$ cat src/core/cbm_pkg.sv
// package: register map, field layout and reset values of the cross-bus event block
package cbm_pkg;
    localparam int CBM_AW = 12;
    localparam int CBM_DW = 32;
    // register byte offsets within the 4 Kbyte register space
    localparam logic [11:0] CBM_LINT_EN = 12'h300;
    localparam logic [11:0] CBM_LINT_STAT = 12'h304;
    localparam logic [11:0] CBM_VINT_EN = 12'h310;
    localparam logic [11:0] CBM_VINT_STAT = 12'h314;
    localparam logic [11:0] CBM_LINT_MAP2 = 12'h340;
    localparam logic [11:0] CBM_VINT_MAP2 = 12'h344;
    localparam logic [11:0] CBM_MAILBOX_0 = 12'h348;
    localparam logic [11:0] CBM_SEMA_0 = 12'h358;
    localparam logic [11:0] CBM_SEMA_1 = 12'h35c;
    localparam logic [11:0] CBM_LOC_CTL = 12'hf64;
    localparam logic [11:0] CBM_LOC_BASE = 12'hf68;
    // shared field positions in enable and status registers
    localparam int CBM_MBOX_POS = 16;
    localparam int CBM_LOC_POS = 20;
    localparam int CBM_SWI_POS = 24;
    // location monitor control and base register fields
    localparam int CBM_LOC_EN_POS = 31;
    localparam int CBM_LOC_VAS_POS = 16;
    localparam int CBM_LOC_AM_POS = 0;
    localparam int CBM_LOC_BASE_POS = 12;
    // address widths of the location image
    localparam logic [1:0] CBM_VAS_A16 = 2'h0;
    localparam logic [1:0] CBM_VAS_A24 = 2'h1;
    localparam logic [1:0] CBM_VAS_A32 = 2'h2;
    localparam logic [31:0] CBM_RESET_VAL = 32'h0000_0000;
    typedef enum logic [1:0] {CBM_IDLE, CBM_REQ, CBM_DONE} cbm_bus_state_t;
endpackage

$ cat src/core/cbm_link_if.sv
// interface: register access and vme cycle link between host controller and bridge core
`timescale 1ns/1ps
interface cbm_link_if;
    logic cyc;
    logic stb;
    logic we;
    logic [3:0] sel;
    logic [11:0] adr;
    logic [31:0] wdat;
    logic [31:0] rdat;
    logic ack;
    // vme cycle observed on the backplane
    logic vme_valid;
    logic [31:0] vme_addr;
    logic [5:0] vme_am;
    logic vme_block;
    logic vme_addr_only;
    logic vme_own;
    logic vme_dtack;
    logic [7:0] pci_irq;
    logic [7:1] vme_irq;
    modport dev (input cyc, stb, we, sel, adr, wdat, vme_valid, vme_addr, vme_am,
        vme_block, vme_addr_only, vme_own,
        output rdat, ack, vme_dtack, pci_irq, vme_irq);
    modport ctl (output cyc, stb, we, sel, adr, wdat, vme_valid, vme_addr, vme_am,
        vme_block, vme_addr_only, vme_own,
        input rdat, ack, vme_dtack, pci_irq, vme_irq);
endinterface

$ cat src/core/cbm_irq_route.sv
// module: routes one group of event lines onto interrupt outputs through 3-bit maps
`timescale 1ns/1ps
module cbm_irq_route #(
    parameter int N = 4,
    parameter int LINES = 8,
    parameter int BASE = 0
) (
    input wire logic [N-1:0] act_i,
    input wire logic [3*N-1:0] map_i,
    output logic [LINES-1:0] irq_o
);
    always_comb
    begin
        irq_o = '0;
        for (int i = 0; i < N; i++)
        begin
            // vme levels run 1..7, so map code 0 on the vme side asserts nothing
            if (act_i[i] && (int'(map_i[3*i +: 3]) >= BASE))
                irq_o[int'(map_i[3*i +: 3]) - BASE] = 1'b1;
        end
    end
endmodule

$ cat src/core/cbm_core.sv
// module: bridge end holding mailboxes, location monitor, software irqs and semaphores
//
// The Wishbone slave port was left to the implementer.
`timescale 1ns/1ps
module cbm_core
    import cbm_pkg::*;
(
    input wire logic clk_i,
    input wire logic rst_i,
    input wire logic ce_i,
    cbm_link_if.dev link,
    output logic [3:0] loc_event_o
);
    // ****************************************
    // registers
    // ****************************************
    logic [31:0] mbox_q [4];
    logic [31:0] lint_en_q;
    logic [31:0] vint_en_q;
    logic [3:0] mbox_l_q;
    logic [3:0] mbox_v_q;
    logic [3:0] loc_q;
    logic [6:0] swi_q;
    logic [31:0] lmap2_q;
    logic [31:0] vmap2_q;
    logic [31:0] loc_ctl_q;
    logic [31:0] loc_base_q;
    logic [7:0] sema_q [8];
    logic ack_q;
    logic [31:0] rdat_q;
    logic dtack_q;
    logic acc;
    logic wr;
    logic [3:0] mb_wr;
    logic [3:0] loc_hit;
    logic [31:0] wmask;
    logic [31:0] lstat;
    logic [31:0] vstat;

    // ****************************************
    // bus slave: answers one cycle after request, ack drops after one
    // ****************************************
    assign acc = link.cyc && link.stb && !ack_q && ce_i;
    // writes land on the ack edge, the one at which the master samples ack
    assign wr = link.cyc && link.stb && link.we && ack_q && ce_i;
    always_comb
    begin
        for (int b = 0; b < 4; b++)
            wmask[8*b +: 8] = {8{link.sel[b]}};
    end
    always_comb
    begin
        for (int i = 0; i < 4; i++)
            mb_wr[i] = wr && (link.adr == CBM_MAILBOX_0 + 12'(4*i));
    end

    always_ff @(posedge clk_i)
    begin
        if (rst_i)
            ack_q <= 1'b0;
        else if (ce_i)
            ack_q <= acc;
    end

    always_ff @(posedge clk_i)
    begin
        if (rst_i)
        begin
            for (int i = 0; i < 4; i++)
                mbox_q[i] <= CBM_RESET_VAL;
        end
        else
        begin
            for (int i = 0; i < 4; i++)
                if (mb_wr[i])
                    mbox_q[i] <= (mbox_q[i] & ~wmask) | (link.wdat & wmask);
        end
    end

    always_ff @(posedge clk_i)
    begin
        if (rst_i)
        begin
            lint_en_q <= CBM_RESET_VAL;
            vint_en_q <= CBM_RESET_VAL;
            lmap2_q <= CBM_RESET_VAL;
            vmap2_q <= CBM_RESET_VAL;
            loc_ctl_q <= CBM_RESET_VAL;
            loc_base_q <= CBM_RESET_VAL;
        end
        else if (wr)
        begin
            unique case (link.adr)
                CBM_LINT_EN: lint_en_q <= (lint_en_q & ~wmask) | (link.wdat & wmask);
                CBM_VINT_EN: vint_en_q <= (vint_en_q & ~wmask) | (link.wdat & wmask);
                CBM_LINT_MAP2: lmap2_q <= (lmap2_q & ~wmask) | (link.wdat & wmask);
                CBM_VINT_MAP2: vmap2_q <= (vmap2_q & ~wmask) | (link.wdat & wmask);
                CBM_LOC_CTL: loc_ctl_q <= (loc_ctl_q & ~wmask) | (link.wdat & wmask);
                CBM_LOC_BASE: loc_base_q <= (loc_base_q & ~wmask) | (link.wdat & wmask);
                default: ;
            endcase
        end
    end

    // ****************************************
    // semaphores: one byte lane per semaphore
    // ****************************************
    always_ff @(posedge clk_i)
    begin
        if (rst_i)
        begin
            for (int i = 0; i < 8; i++)
                sema_q[i] <= 8'h00;
        end
        else if (wr && (link.adr == CBM_SEMA_0 || link.adr == CBM_SEMA_1))
        begin
            for (int b = 0; b < 4; b++)
            begin
                // a held semaphore only takes a release; free ones take anything
                if (link.sel[b] && (!sema_q[(link.adr[2] ? 4 : 0) + b][7]
                    || !link.wdat[8*b + 7]))
                    sema_q[(link.adr[2] ? 4 : 0) + b] <= link.wdat[8*b +: 8];
            end
        end
    end

    // ****************************************
    // location monitor
    // ****************************************
    logic img_hit;
    always_comb
    begin
        unique case (loc_ctl_q[CBM_LOC_VAS_POS +: 2])
            CBM_VAS_A16: img_hit = link.vme_addr[15:12] == loc_base_q[15:12];
            CBM_VAS_A24: img_hit = link.vme_addr[23:12] == loc_base_q[23:12];
            default: img_hit = link.vme_addr[31:12] == loc_base_q[31:CBM_LOC_BASE_POS];
        endcase
        img_hit = img_hit && loc_ctl_q[CBM_LOC_EN_POS] && link.vme_valid
            && link.vme_am == loc_ctl_q[CBM_LOC_AM_POS +: 6]
            && !link.vme_block && !link.vme_addr_only;
        loc_hit = img_hit ? (4'h1 << link.vme_addr[4:3]) : 4'h0;
    end
    assign loc_event_o = loc_hit;

    always_ff @(posedge clk_i)
    begin
        if (rst_i)
            dtack_q <= 1'b0;
        else if (ce_i)
            dtack_q <= img_hit && link.vme_own;
    end

    // ****************************************
    // sticky status: set wins over write-one clear
    // ****************************************
    logic lclr;
    logic vclr;
    assign lclr = wr && link.adr == CBM_LINT_STAT;
    assign vclr = wr && link.adr == CBM_VINT_STAT;
    always_ff @(posedge clk_i)
    begin
        if (rst_i)
        begin
            mbox_l_q <= 4'h0;
            mbox_v_q <= 4'h0;
            loc_q <= 4'h0;
        end
        else if (ce_i)
        begin
            mbox_l_q <= (mbox_l_q & ~({4{lclr}} & link.wdat[CBM_MBOX_POS +: 4] & {4{link.sel[2]}}))
                | (mb_wr & lint_en_q[CBM_MBOX_POS +: 4]);
            mbox_v_q <= (mbox_v_q & ~({4{vclr}} & link.wdat[CBM_MBOX_POS +: 4] & {4{link.sel[2]}}))
                | (mb_wr & vint_en_q[CBM_MBOX_POS +: 4]);
            loc_q <= (loc_q & ~({4{lclr}} & link.wdat[CBM_LOC_POS +: 4] & {4{link.sel[2]}}))
                | (loc_hit & lint_en_q[CBM_LOC_POS +: 4]);
        end
    end
    // status copy of the software levels, one cycle behind the pins
    always_ff @(posedge clk_i)
    begin
        if (rst_i)
            swi_q <= 7'h00;
        else if (ce_i)
            swi_q <= vint_en_q[CBM_SWI_POS +: 7];
    end

    assign lstat = {24'h0, 8'h0} | (32'(mbox_l_q) << CBM_MBOX_POS) | (32'(loc_q) << CBM_LOC_POS);
    assign vstat = (32'(mbox_v_q) << CBM_MBOX_POS) | (32'(swi_q) << CBM_SWI_POS);

    // ****************************************
    // read data
    // ****************************************
    always_ff @(posedge clk_i)
    begin
        if (rst_i)
            rdat_q <= CBM_RESET_VAL;
        else if (acc && !link.we)
        begin
            unique case (link.adr)
                CBM_LINT_EN: rdat_q <= lint_en_q;
                CBM_LINT_STAT: rdat_q <= lstat;
                CBM_VINT_EN: rdat_q <= vint_en_q;
                CBM_VINT_STAT: rdat_q <= vstat;
                CBM_LINT_MAP2: rdat_q <= lmap2_q;
                CBM_VINT_MAP2: rdat_q <= vmap2_q;
                CBM_MAILBOX_0: rdat_q <= mbox_q[0];
                CBM_MAILBOX_0 + 12'h004: rdat_q <= mbox_q[1];
                CBM_MAILBOX_0 + 12'h008: rdat_q <= mbox_q[2];
                CBM_MAILBOX_0 + 12'h00c: rdat_q <= mbox_q[3];
                CBM_SEMA_0: rdat_q <= {sema_q[3], sema_q[2], sema_q[1], sema_q[0]};
                CBM_SEMA_1: rdat_q <= {sema_q[7], sema_q[6], sema_q[5], sema_q[4]};
                CBM_LOC_CTL: rdat_q <= loc_ctl_q;
                CBM_LOC_BASE: rdat_q <= loc_base_q;
                default: rdat_q <= CBM_RESET_VAL;
            endcase
        end
    end

    // ****************************************
    // interrupt routing
    // ****************************************
    logic [7:0] p_mb;
    logic [7:0] p_lm;
    logic [6:0] v_mb;
    cbm_irq_route #(.N(4), .LINES(8), .BASE(0)) i_cbm_irq_route_pmb (
        .act_i(mbox_l_q), .map_i({lmap2_q[14:12], lmap2_q[10:8], lmap2_q[6:4], lmap2_q[2:0]}),
        .irq_o(p_mb));
    cbm_irq_route #(.N(4), .LINES(8), .BASE(0)) i_cbm_irq_route_plm (
        .act_i(loc_q), .map_i({lmap2_q[30:28], lmap2_q[26:24], lmap2_q[22:20], lmap2_q[18:16]}),
        .irq_o(p_lm));
    cbm_irq_route #(.N(4), .LINES(7), .BASE(1)) i_cbm_irq_route_vmb (
        .act_i(mbox_v_q), .map_i({vmap2_q[14:12], vmap2_q[10:8], vmap2_q[6:4], vmap2_q[2:0]}),
        .irq_o(v_mb));

    assign link.pci_irq = p_mb | p_lm;
    // software levels drive their pins straight from the enable register
    assign link.vme_irq = v_mb | vint_en_q[CBM_SWI_POS +: 7];
    assign link.ack = ack_q;
    assign link.rdat = rdat_q;
    assign link.vme_dtack = dtack_q;
endmodule

$ cat src/flat_wrapper.sv
// flat-port wrapper written by rule: the top's interface ports become plain ports
module cbm_core_flat import cbm_pkg::*;
  (clk_i, rst_i, ce_i, loc_event_o, link_cyc, link_stb, link_we, link_sel, link_adr, link_wdat, link_vme_valid, link_vme_addr, link_vme_am, link_vme_block, link_vme_addr_only, link_vme_own, link_rdat, link_ack, link_vme_dtack, link_pci_irq, link_vme_irq);
  cbm_link_if link_i ();
  input wire logic clk_i;
  input wire logic rst_i;
  input wire logic ce_i;
  output logic [3:0] loc_event_o;
  input wire logic [$bits(link_i.cyc)-1:0] link_cyc;
  input wire logic [$bits(link_i.stb)-1:0] link_stb;
  input wire logic [$bits(link_i.we)-1:0] link_we;
  input wire logic [$bits(link_i.sel)-1:0] link_sel;
  input wire logic [$bits(link_i.adr)-1:0] link_adr;
  input wire logic [$bits(link_i.wdat)-1:0] link_wdat;
  input wire logic [$bits(link_i.vme_valid)-1:0] link_vme_valid;
  input wire logic [$bits(link_i.vme_addr)-1:0] link_vme_addr;
  input wire logic [$bits(link_i.vme_am)-1:0] link_vme_am;
  input wire logic [$bits(link_i.vme_block)-1:0] link_vme_block;
  input wire logic [$bits(link_i.vme_addr_only)-1:0] link_vme_addr_only;
  input wire logic [$bits(link_i.vme_own)-1:0] link_vme_own;
  output wire logic [$bits(link_i.rdat)-1:0] link_rdat;
  output wire logic [$bits(link_i.ack)-1:0] link_ack;
  output wire logic [$bits(link_i.vme_dtack)-1:0] link_vme_dtack;
  output wire logic [$bits(link_i.pci_irq)-1:0] link_pci_irq;
  output wire logic [$bits(link_i.vme_irq)-1:0] link_vme_irq;
  assign link_i.cyc = link_cyc;
  assign link_i.stb = link_stb;
  assign link_i.we = link_we;
  assign link_i.sel = link_sel;
  assign link_i.adr = link_adr;
  assign link_i.wdat = link_wdat;
  assign link_i.vme_valid = link_vme_valid;
  assign link_i.vme_addr = link_vme_addr;
  assign link_i.vme_am = link_vme_am;
  assign link_i.vme_block = link_vme_block;
  assign link_i.vme_addr_only = link_vme_addr_only;
  assign link_i.vme_own = link_vme_own;
  assign link_rdat = link_i.rdat;
  assign link_ack = link_i.ack;
  assign link_vme_dtack = link_i.vme_dtack;
  assign link_pci_irq = link_i.pci_irq;
  assign link_vme_irq = link_i.vme_irq;
  cbm_core u_core (.clk_i(clk_i), .rst_i(rst_i), .ce_i(ce_i), .link(link_i), .loc_event_o(loc_event_o));
endmodule
$ cat config.mk
export PLATFORM = sky130hd
export DESIGN_NAME = cbm_core_flat
export DESIGN_NICKNAME = d
export VERILOG_FILES = /design/src/core/cbm_pkg.sv /design/src/core/cbm_link_if.sv /design/src/core/cbm_irq_route.sv /design/src/core/cbm_core.sv /design/src/flat_wrapper.sv
export SDC_FILE = /design/constraint.sdc
export NUM_CORES = 1
export LEC_CHECK = 0
export ABC_AREA = 1
export BUFFER_PORTS_ARGS = -buffer_cell sky130_fd_sc_hd__buf_4
export CAP_MARGIN = 20
export CORE_MARGIN = 8
export CORE_UTILIZATION = 50
export DETAILED_ROUTE_END_ITERATION = 7
export PLACE_DENSITY = 0.78
export SLEW_MARGIN = 20
export SYNTH_ARGS = -nofsm -noshare
export SYNTH_HDL_FRONTEND = slang
export SYNTH_SLANG_ARGS = --single-unit
$ cat constraint.sdc
create_clock -name clk_i -period 3.4 [get_ports clk_i]
set_input_delay 0.51 -clock clk_i [delete_from_list [all_inputs] [get_ports clk_i]]
set_output_delay 0.51 -clock clk_i [all_outputs]
set_load 0.05 [all_outputs]
==> results.yml, run 1 <==
grt:
  grt_pass1_vias: 19700
  grt_pass1_wl_um: 116100
  grt_max_degree: 81
  grt_overflow_total: 0
  grt_usage_pct: 29.60
  grt_antenna_before_repair: 2
cells_and_area:
  register_area_um2: 10670
  fin_nets: 3062
  fillCellCount: 3900
  area_growth_pct: 14.06
  final_util_pct: 57.83
  multiInputGateArea_um2: 9393
  stdcell_count: 3579
  drive_gt1_share_pct: 11.06
job:
  maxCapViolations: 0
placed_design:
  place_inst: 3492
  port_buffers: 138
  gp_congestion: 0.9682
  pre_cts_ws_ns: 0.4100
  dpl.hpwl_um: 55690
floorplan:
  coreArea_um2: 43080
  start_util_pct: 50.70
  num_rows: 76
  die_w_um: 225.0
  top_level_ports: 149
  dieArea_um2: 50620
  die_height_um: 225.0
critical_path:
  cpPeakStageDelay_ns: 0.37
  cp-start-kind: "register"
  critPathBufInv: 1
  cpMostUsedCell: "nand2_1"
  cp.required_ns: 2.89
  critPathSlowestCell: "dfxtp_1"
  cp_data_arrival_time_ns: 2.69
  timing_worst_setup_path_type: "register to primary output"
  endpoint_kind: "primary output"
  worstPathMaxFanout: 6
  crit_family: "simple AND/OR/NAND/NOR gates"
  path_cells: "nand2_1 -> nor3_1 -> nand2_1 -> nor2_1 -> nand3b_1 -> nor2_2 -> nand2_1 -> nor3_1 -> buf_4"
detailed_routing:
  drc: 0
  drtIter0Drc: 2935
  dr.pass1.iters: 8
  num_vias: 21290
  vias_per_cell: 5.950
  ant_nets: 0
  routedWlPerCell_um: 21.47
  drt_wl_total_um: 76830
cts:
  clkSlewWorstSetupHoldPaths_ns: 0.06
  hold_buffers: 0
  cts_tree: "done"
  h-tree-depth: 2
  cts_setup_buffers: 0
  cts_buffer_depth: 3
  root_buffer: "clkbuf_16"
  clock_sinks: 437
  cts_buffers: 47
  clock_latency_ns: 0.60
timing:
  layout_setup_ws_ns: 0.2041
  fin_crit_sh_pct: 94.00
  setup_viol: 0
  rsz0062_at_grt: "false"
  tightest_slew_ns: 0.9341
  skew_ns: 0.02784
  period_needed_ns: 3.196
  drv_slew: 0
  max_slew_margin_pct: 37.73
  max_clock_freq_mhz: 312.9
  hold_viol: 0
  tns_ns: 0
yosys:
  synth_area_um2: 21840
  yosysSeqAreaShare_pct: 48.86
  syn_area_per_cell_um2: 7.607
  synth_top_area_share_pct: 26.40
  synth_edf_count: 192
  synth_common_cells: "nand2_1, a21oi_1, nand3_1"
  synth_ff_type: "dfxtp_1"
  synthDistinctLibCells: 42
  yosysTopAreaCell: "edfxtp_1"
  ys_warn_count: 0
  synthTopCellsByArea: "edfxtp_1, dfxtp_1, a21oi_1"
  synth_cells: 2871
  ys_ff_latch: 437
  syn_nets: 2977
  ys_async_sr_fraction_pct: 0
  yosysMostFrequentCell: "nand2_1"
power:
  total_power_uw: 11270
  p_leak_uw: 0.009768
  p_per_area_nw_per_um2: 452.4
  peakVddDrop_v: 0.0003154
status:
  status: "finished, final reports clean"
worst_hold_path:
  hold_class: "input port to register"
==> power breakdown <==
part / leakage, uW / internal (uW) / switching, uW / total, uW
Combinational: 0.00507 / 168 / 455 / 623
Sequential: 0.00395 / 5550 / 41.4 / 5590
Clock: 0.000745 / 2890 / 2160 / 5050
==> cell families (layout without fill, tap and decap cells) <==
logic type | Yosys count | count (layout) | synth area share, %
XOR/XNOR | 20 | 20 | 0.8021
flip-flops | 437 | 437 | 48.86
adder cells (fa/ha/maj) | 10 | 10 | 0.5729
buffers and inverters | 456 | 577 | 8.227
AO/OA/AOI/OAI | 642 | 642 | 15.10
other | 0 | 2 | 0
AND/OR/NAND/NOR | 1306 | 1306 | 26.45
==> area by class of cell <==
class	count	share of cell area, %
flip-flops and latches	437	42.83
multi-input cells	1978	37.71
repair buffers	201	6.108
clock buffers	74	5.606
inverters	291	4.405
well taps	585	2.938
clock inverters	11	0.3817
diodes	2	0.02009
==> worst reg2reg max path, stage by stage, from the launching register on <==
cell and delay, ns:
dfxtp_1 0.43, nand3_2 0.30, inv_2 0.33, nand2_2 0.20, nor3_2 0.17, nand2_1 0.25
nand2_1 0.40
==> stage by stage <==
stage               hold slack [ns]  cell area (um^2)
floorplan                    0.4242             21840
global placement             0.4328             23410
detailed placement           0.4372             23410
CTS                          0.1280             24900
global route                 0.1325             24910
finish                       0.1457             24910
==> layout by cell type, fill, tap and decap left out, types with 3 or more instances in the layout <==
| master | Yosys | final |
|---|---|---|
| clkinv_2 | 0 | 8 |
| nand2_1 | 443 | 443 |
| clkbuf_8 | 0 | 9 |
| inv_1 | 282 | 282 |
| o2111ai_1 | 6 | 6 |
| clkbuf_2 | 0 | 3 |
| ha_1 | 10 | 10 |
| o21ai_0 | 237 | 237 |
| o31ai_1 | 6 | 6 |
| o311ai_0 | 5 | 5 |
| clkbuf_1 | 100 | 13 |
| nor3_1 | 29 | 29 |
| edfxtp_1 | 192 | 192 |
| xnor2_1 | 18 | 18 |
| buf_4 | 5 | 200 |
| nor2_4 | 3 | 5 |
| nand4_1 | 71 | 71 |
| clkbuf_16 | 0 | 48 |
| nor2_2 | 13 | 15 |
| o22ai_1 | 3 | 3 |
| nor2_1 | 352 | 348 |
| inv_2 | 9 | 7 |
| nand3_1 | 353 | 353 |
| a21oi_1 | 375 | 375 |
| nor3_2 | 5 | 5 |
| nand3_2 | 4 | 4 |
| dfxtp_1 | 245 | 245 |
| nand2_2 | 15 | 15 |
| o21ai_1 | 3 | 3 |
| nor4_1 | 11 | 11 |
==> routing by layer <==
metal	vias to the layer above	GRT usage [%]	part of all wire, %
met2	1163	46.00	45
met3	186	6.779	12
li1	9893	-	-
met4	2	12.11	4.2
met1	10050	39.53	40
met5	-	0	0.017
==> worst paths after layout <==
check	from	endpoint	slack [ns]	depth (start not counted)
worst max register to register	u_core.link.ack	u_core.sema_q[4][0]	0.98	6
worst min register to register	register	register	0.45	2
worst max-delay path	register	loc_event_o[0]	0.20	9
worst min-delay path	rst_i	u_core.link.rdat[20]	0.15	2
==> what timing repair did <==
item                       in CTS  in global routing
gates resized for setup         0                  1
hold endpoints to repair        0                  0
setup endpoints to repair       0                  2
No activity file was read; power rests on OpenSTA's default activity.
==> inputs of run 2 (changes only) <==
==> constraint.sdc (replaced) <==
create_clock -name clk_i -period 3.4 [get_ports clk_i]
set_input_delay 0.17 -clock clk_i [delete_from_list [all_inputs] [get_ports clk_i]]
set_output_delay 0.17 -clock clk_i [all_outputs]
set_load 0.05 [all_outputs]
==> results.yml, run 2 (synthesized netlist as in run 1, its figures left out) <==
critical_path:
  timing_worst_setup_path_type: "register to primary output"
  crit_cells: 9
  path_cells: "nand2_1 -> nor3_1 -> nand2_1 -> nor2_1 -> nand3b_1 -> nor2_1 -> nand2_1 -> nor3_1 -> buf_4"
  critPathBufInv: 1
  cp.required_ns: 3.23
  critPathSlowestCell: "nor2_1"
  crit_family: "simple AND/OR/NAND/NOR gates"
  endpoint_kind: "primary output"
  worstPathMaxFanout: 6
  r2r_setup_slack_ns: 0.97
  rr_startpoint: "u_core.link.ack"
  cpPeakStageDelay_ns: 0.42
  reg2reg_to: "u_core.sema_q[1][7]"
  cp_data_arrival_time_ns: 2.81
  cpMostUsedCell: "nand2_1"
  cp-start-kind: "register"
  ff2ff_path_depth: 6
timing:
  hold_viol: 0
  tns_ns: 0
  max_slew_margin_pct: 29.92
  rsz0062_at_grt: "false"
  skew_ns: 0.02417
  period_needed_ns: 2.978
  setup_viol: 0
  max_clock_freq_mhz: 335.8
  layout_setup_ws_ns: 0.4222
  drv_slew: 0
  fin_crit_sh_pct: 87.58
  tightest_slew_ns: 1.051
  hold-worst-slack_ns: 0.02014
placed_design:
  dpl.hpwl_um: 55190
  gp_congestion: 0.9566
  pre_cts_ws_ns: 0.6509
  port_buffers: 138
floorplan:
  die_height_um: 225.0
  top_level_ports: 149
  start_util_pct: 50.70
  die_w_um: 225.0
  dieArea_um2: 50620
  coreArea_um2: 43080
  num_rows: 76
grt:
  grt_pass1_vias: 20260
  grt_antenna_before_repair: 1
  grt_pass1_wl_um: 116800
  grt_max_degree: 91
  grt_usage_pct: 29.59
  grt_overflow_total: 0
cts:
  clkSlewWorstSetupHoldPaths_ns: 0.06
  cts_tree: "done"
  root_buffer: "clkbuf_16"
  h-tree-depth: 2
  ctsResizeCount: 0
  cts_buffers: 47
  cts_buffer_depth: 3
  clock_sinks: 437
  clock_latency_ns: 0.59
cells_and_area:
  fillCellCount: 3790
  area_growth_pct: 15.07
  final_util_pct: 58.34
  final_common_cell: "nand2_1"
  register_area_um2: 10670
  mostFrequentLayoutCells: "nand2_1, a21oi_1, nand3_1"
  drive_gt1_share_pct: 10.10
  fin_nets: 3091
  diodes: 0
  multiInputGateArea_um2: 9390
job:
  maxCapViolations: 0
worst_hold_path:
  worstHoldStart: "ce_i"
  hold_class: "input port to register"
  hold_depth: 2
  holdPathEnd: "u_core.swi_q[6]"
power:
  peakVddDrop_v: 0.0003617
  total_power_uw: 10980
  p_leak_uw: 0.009783
  p_per_area_nw_per_um2: 437.0
detailed_routing:
  routedWlPerCell_um: 21.34
  vias_per_cell: 5.933
  drc: 0
  num_vias: 21380
  drt_wl_total_um: 76920
  drtIter0Drc: 3016
  dr.pass1.iters: 7
  ant_nets: 0
status:
  status: "finished, final reports clean"
-- run 2: worst max-delay path by stage --
stage / from / end
5_1_grt: register / loc_event_o[2]
3_5_place_dp: ce_i / u_core.sema_q[6][3]
6_report: register / loc_event_o[2]
4_1_cts: register / loc_event_o[2]
3_3_place_gp: ce_i / u_core.sema_q[2][3]
2_1_floorplan: u_core.loc_q[3] / link_pci_irq[2]
-- run 2: layout make-up --
class	instances	share of cell area (%)
inverters	291	4.366
repair buffers	230	7.418
well taps	585	2.912
multi-input cells	1978	37.36
flip-flops and latches	437	42.46
clock buffers	69	5.168
clock inverters	14	0.3137
-- run 2: timing repair --
item / 4_1_cts / 5_1_grt
setup endpoints to repair: 0 / 0
endpoints found under the hold margin: 115 / 0
setup buffers: 0 / 0
hold buffers: 45 / 0
-- run 2: stage by stage --
stage | instances | cell area, um^2
after CTS | 3604 | 25130
after global placement | 3476 | 23300
after global routing | 3604 | 25130
after detailed placement | 3476 | 23300
after floorplan | 2871 | 21840
final | 3604 | 25130
-- run 2: routing by layer --
layer	up-vias	GRT usage, %	routed length [um]	share of wire [%]
met1	10010	38.17	29740	39
met3	221	7.391	9214	12
met2	1215	45.96	33960	44
met5	-	0	10	0.013
li1	9939	-	-	-
met4	2	14.67	3995	5.2
-- run 2: report_power, final --
part | switching (uW) | internal [uW] | total, uW
logic | 461 | 190 | 651
registers | 41.8 | 5550 | 5590
clock network | 2100 | 2640 | 4740
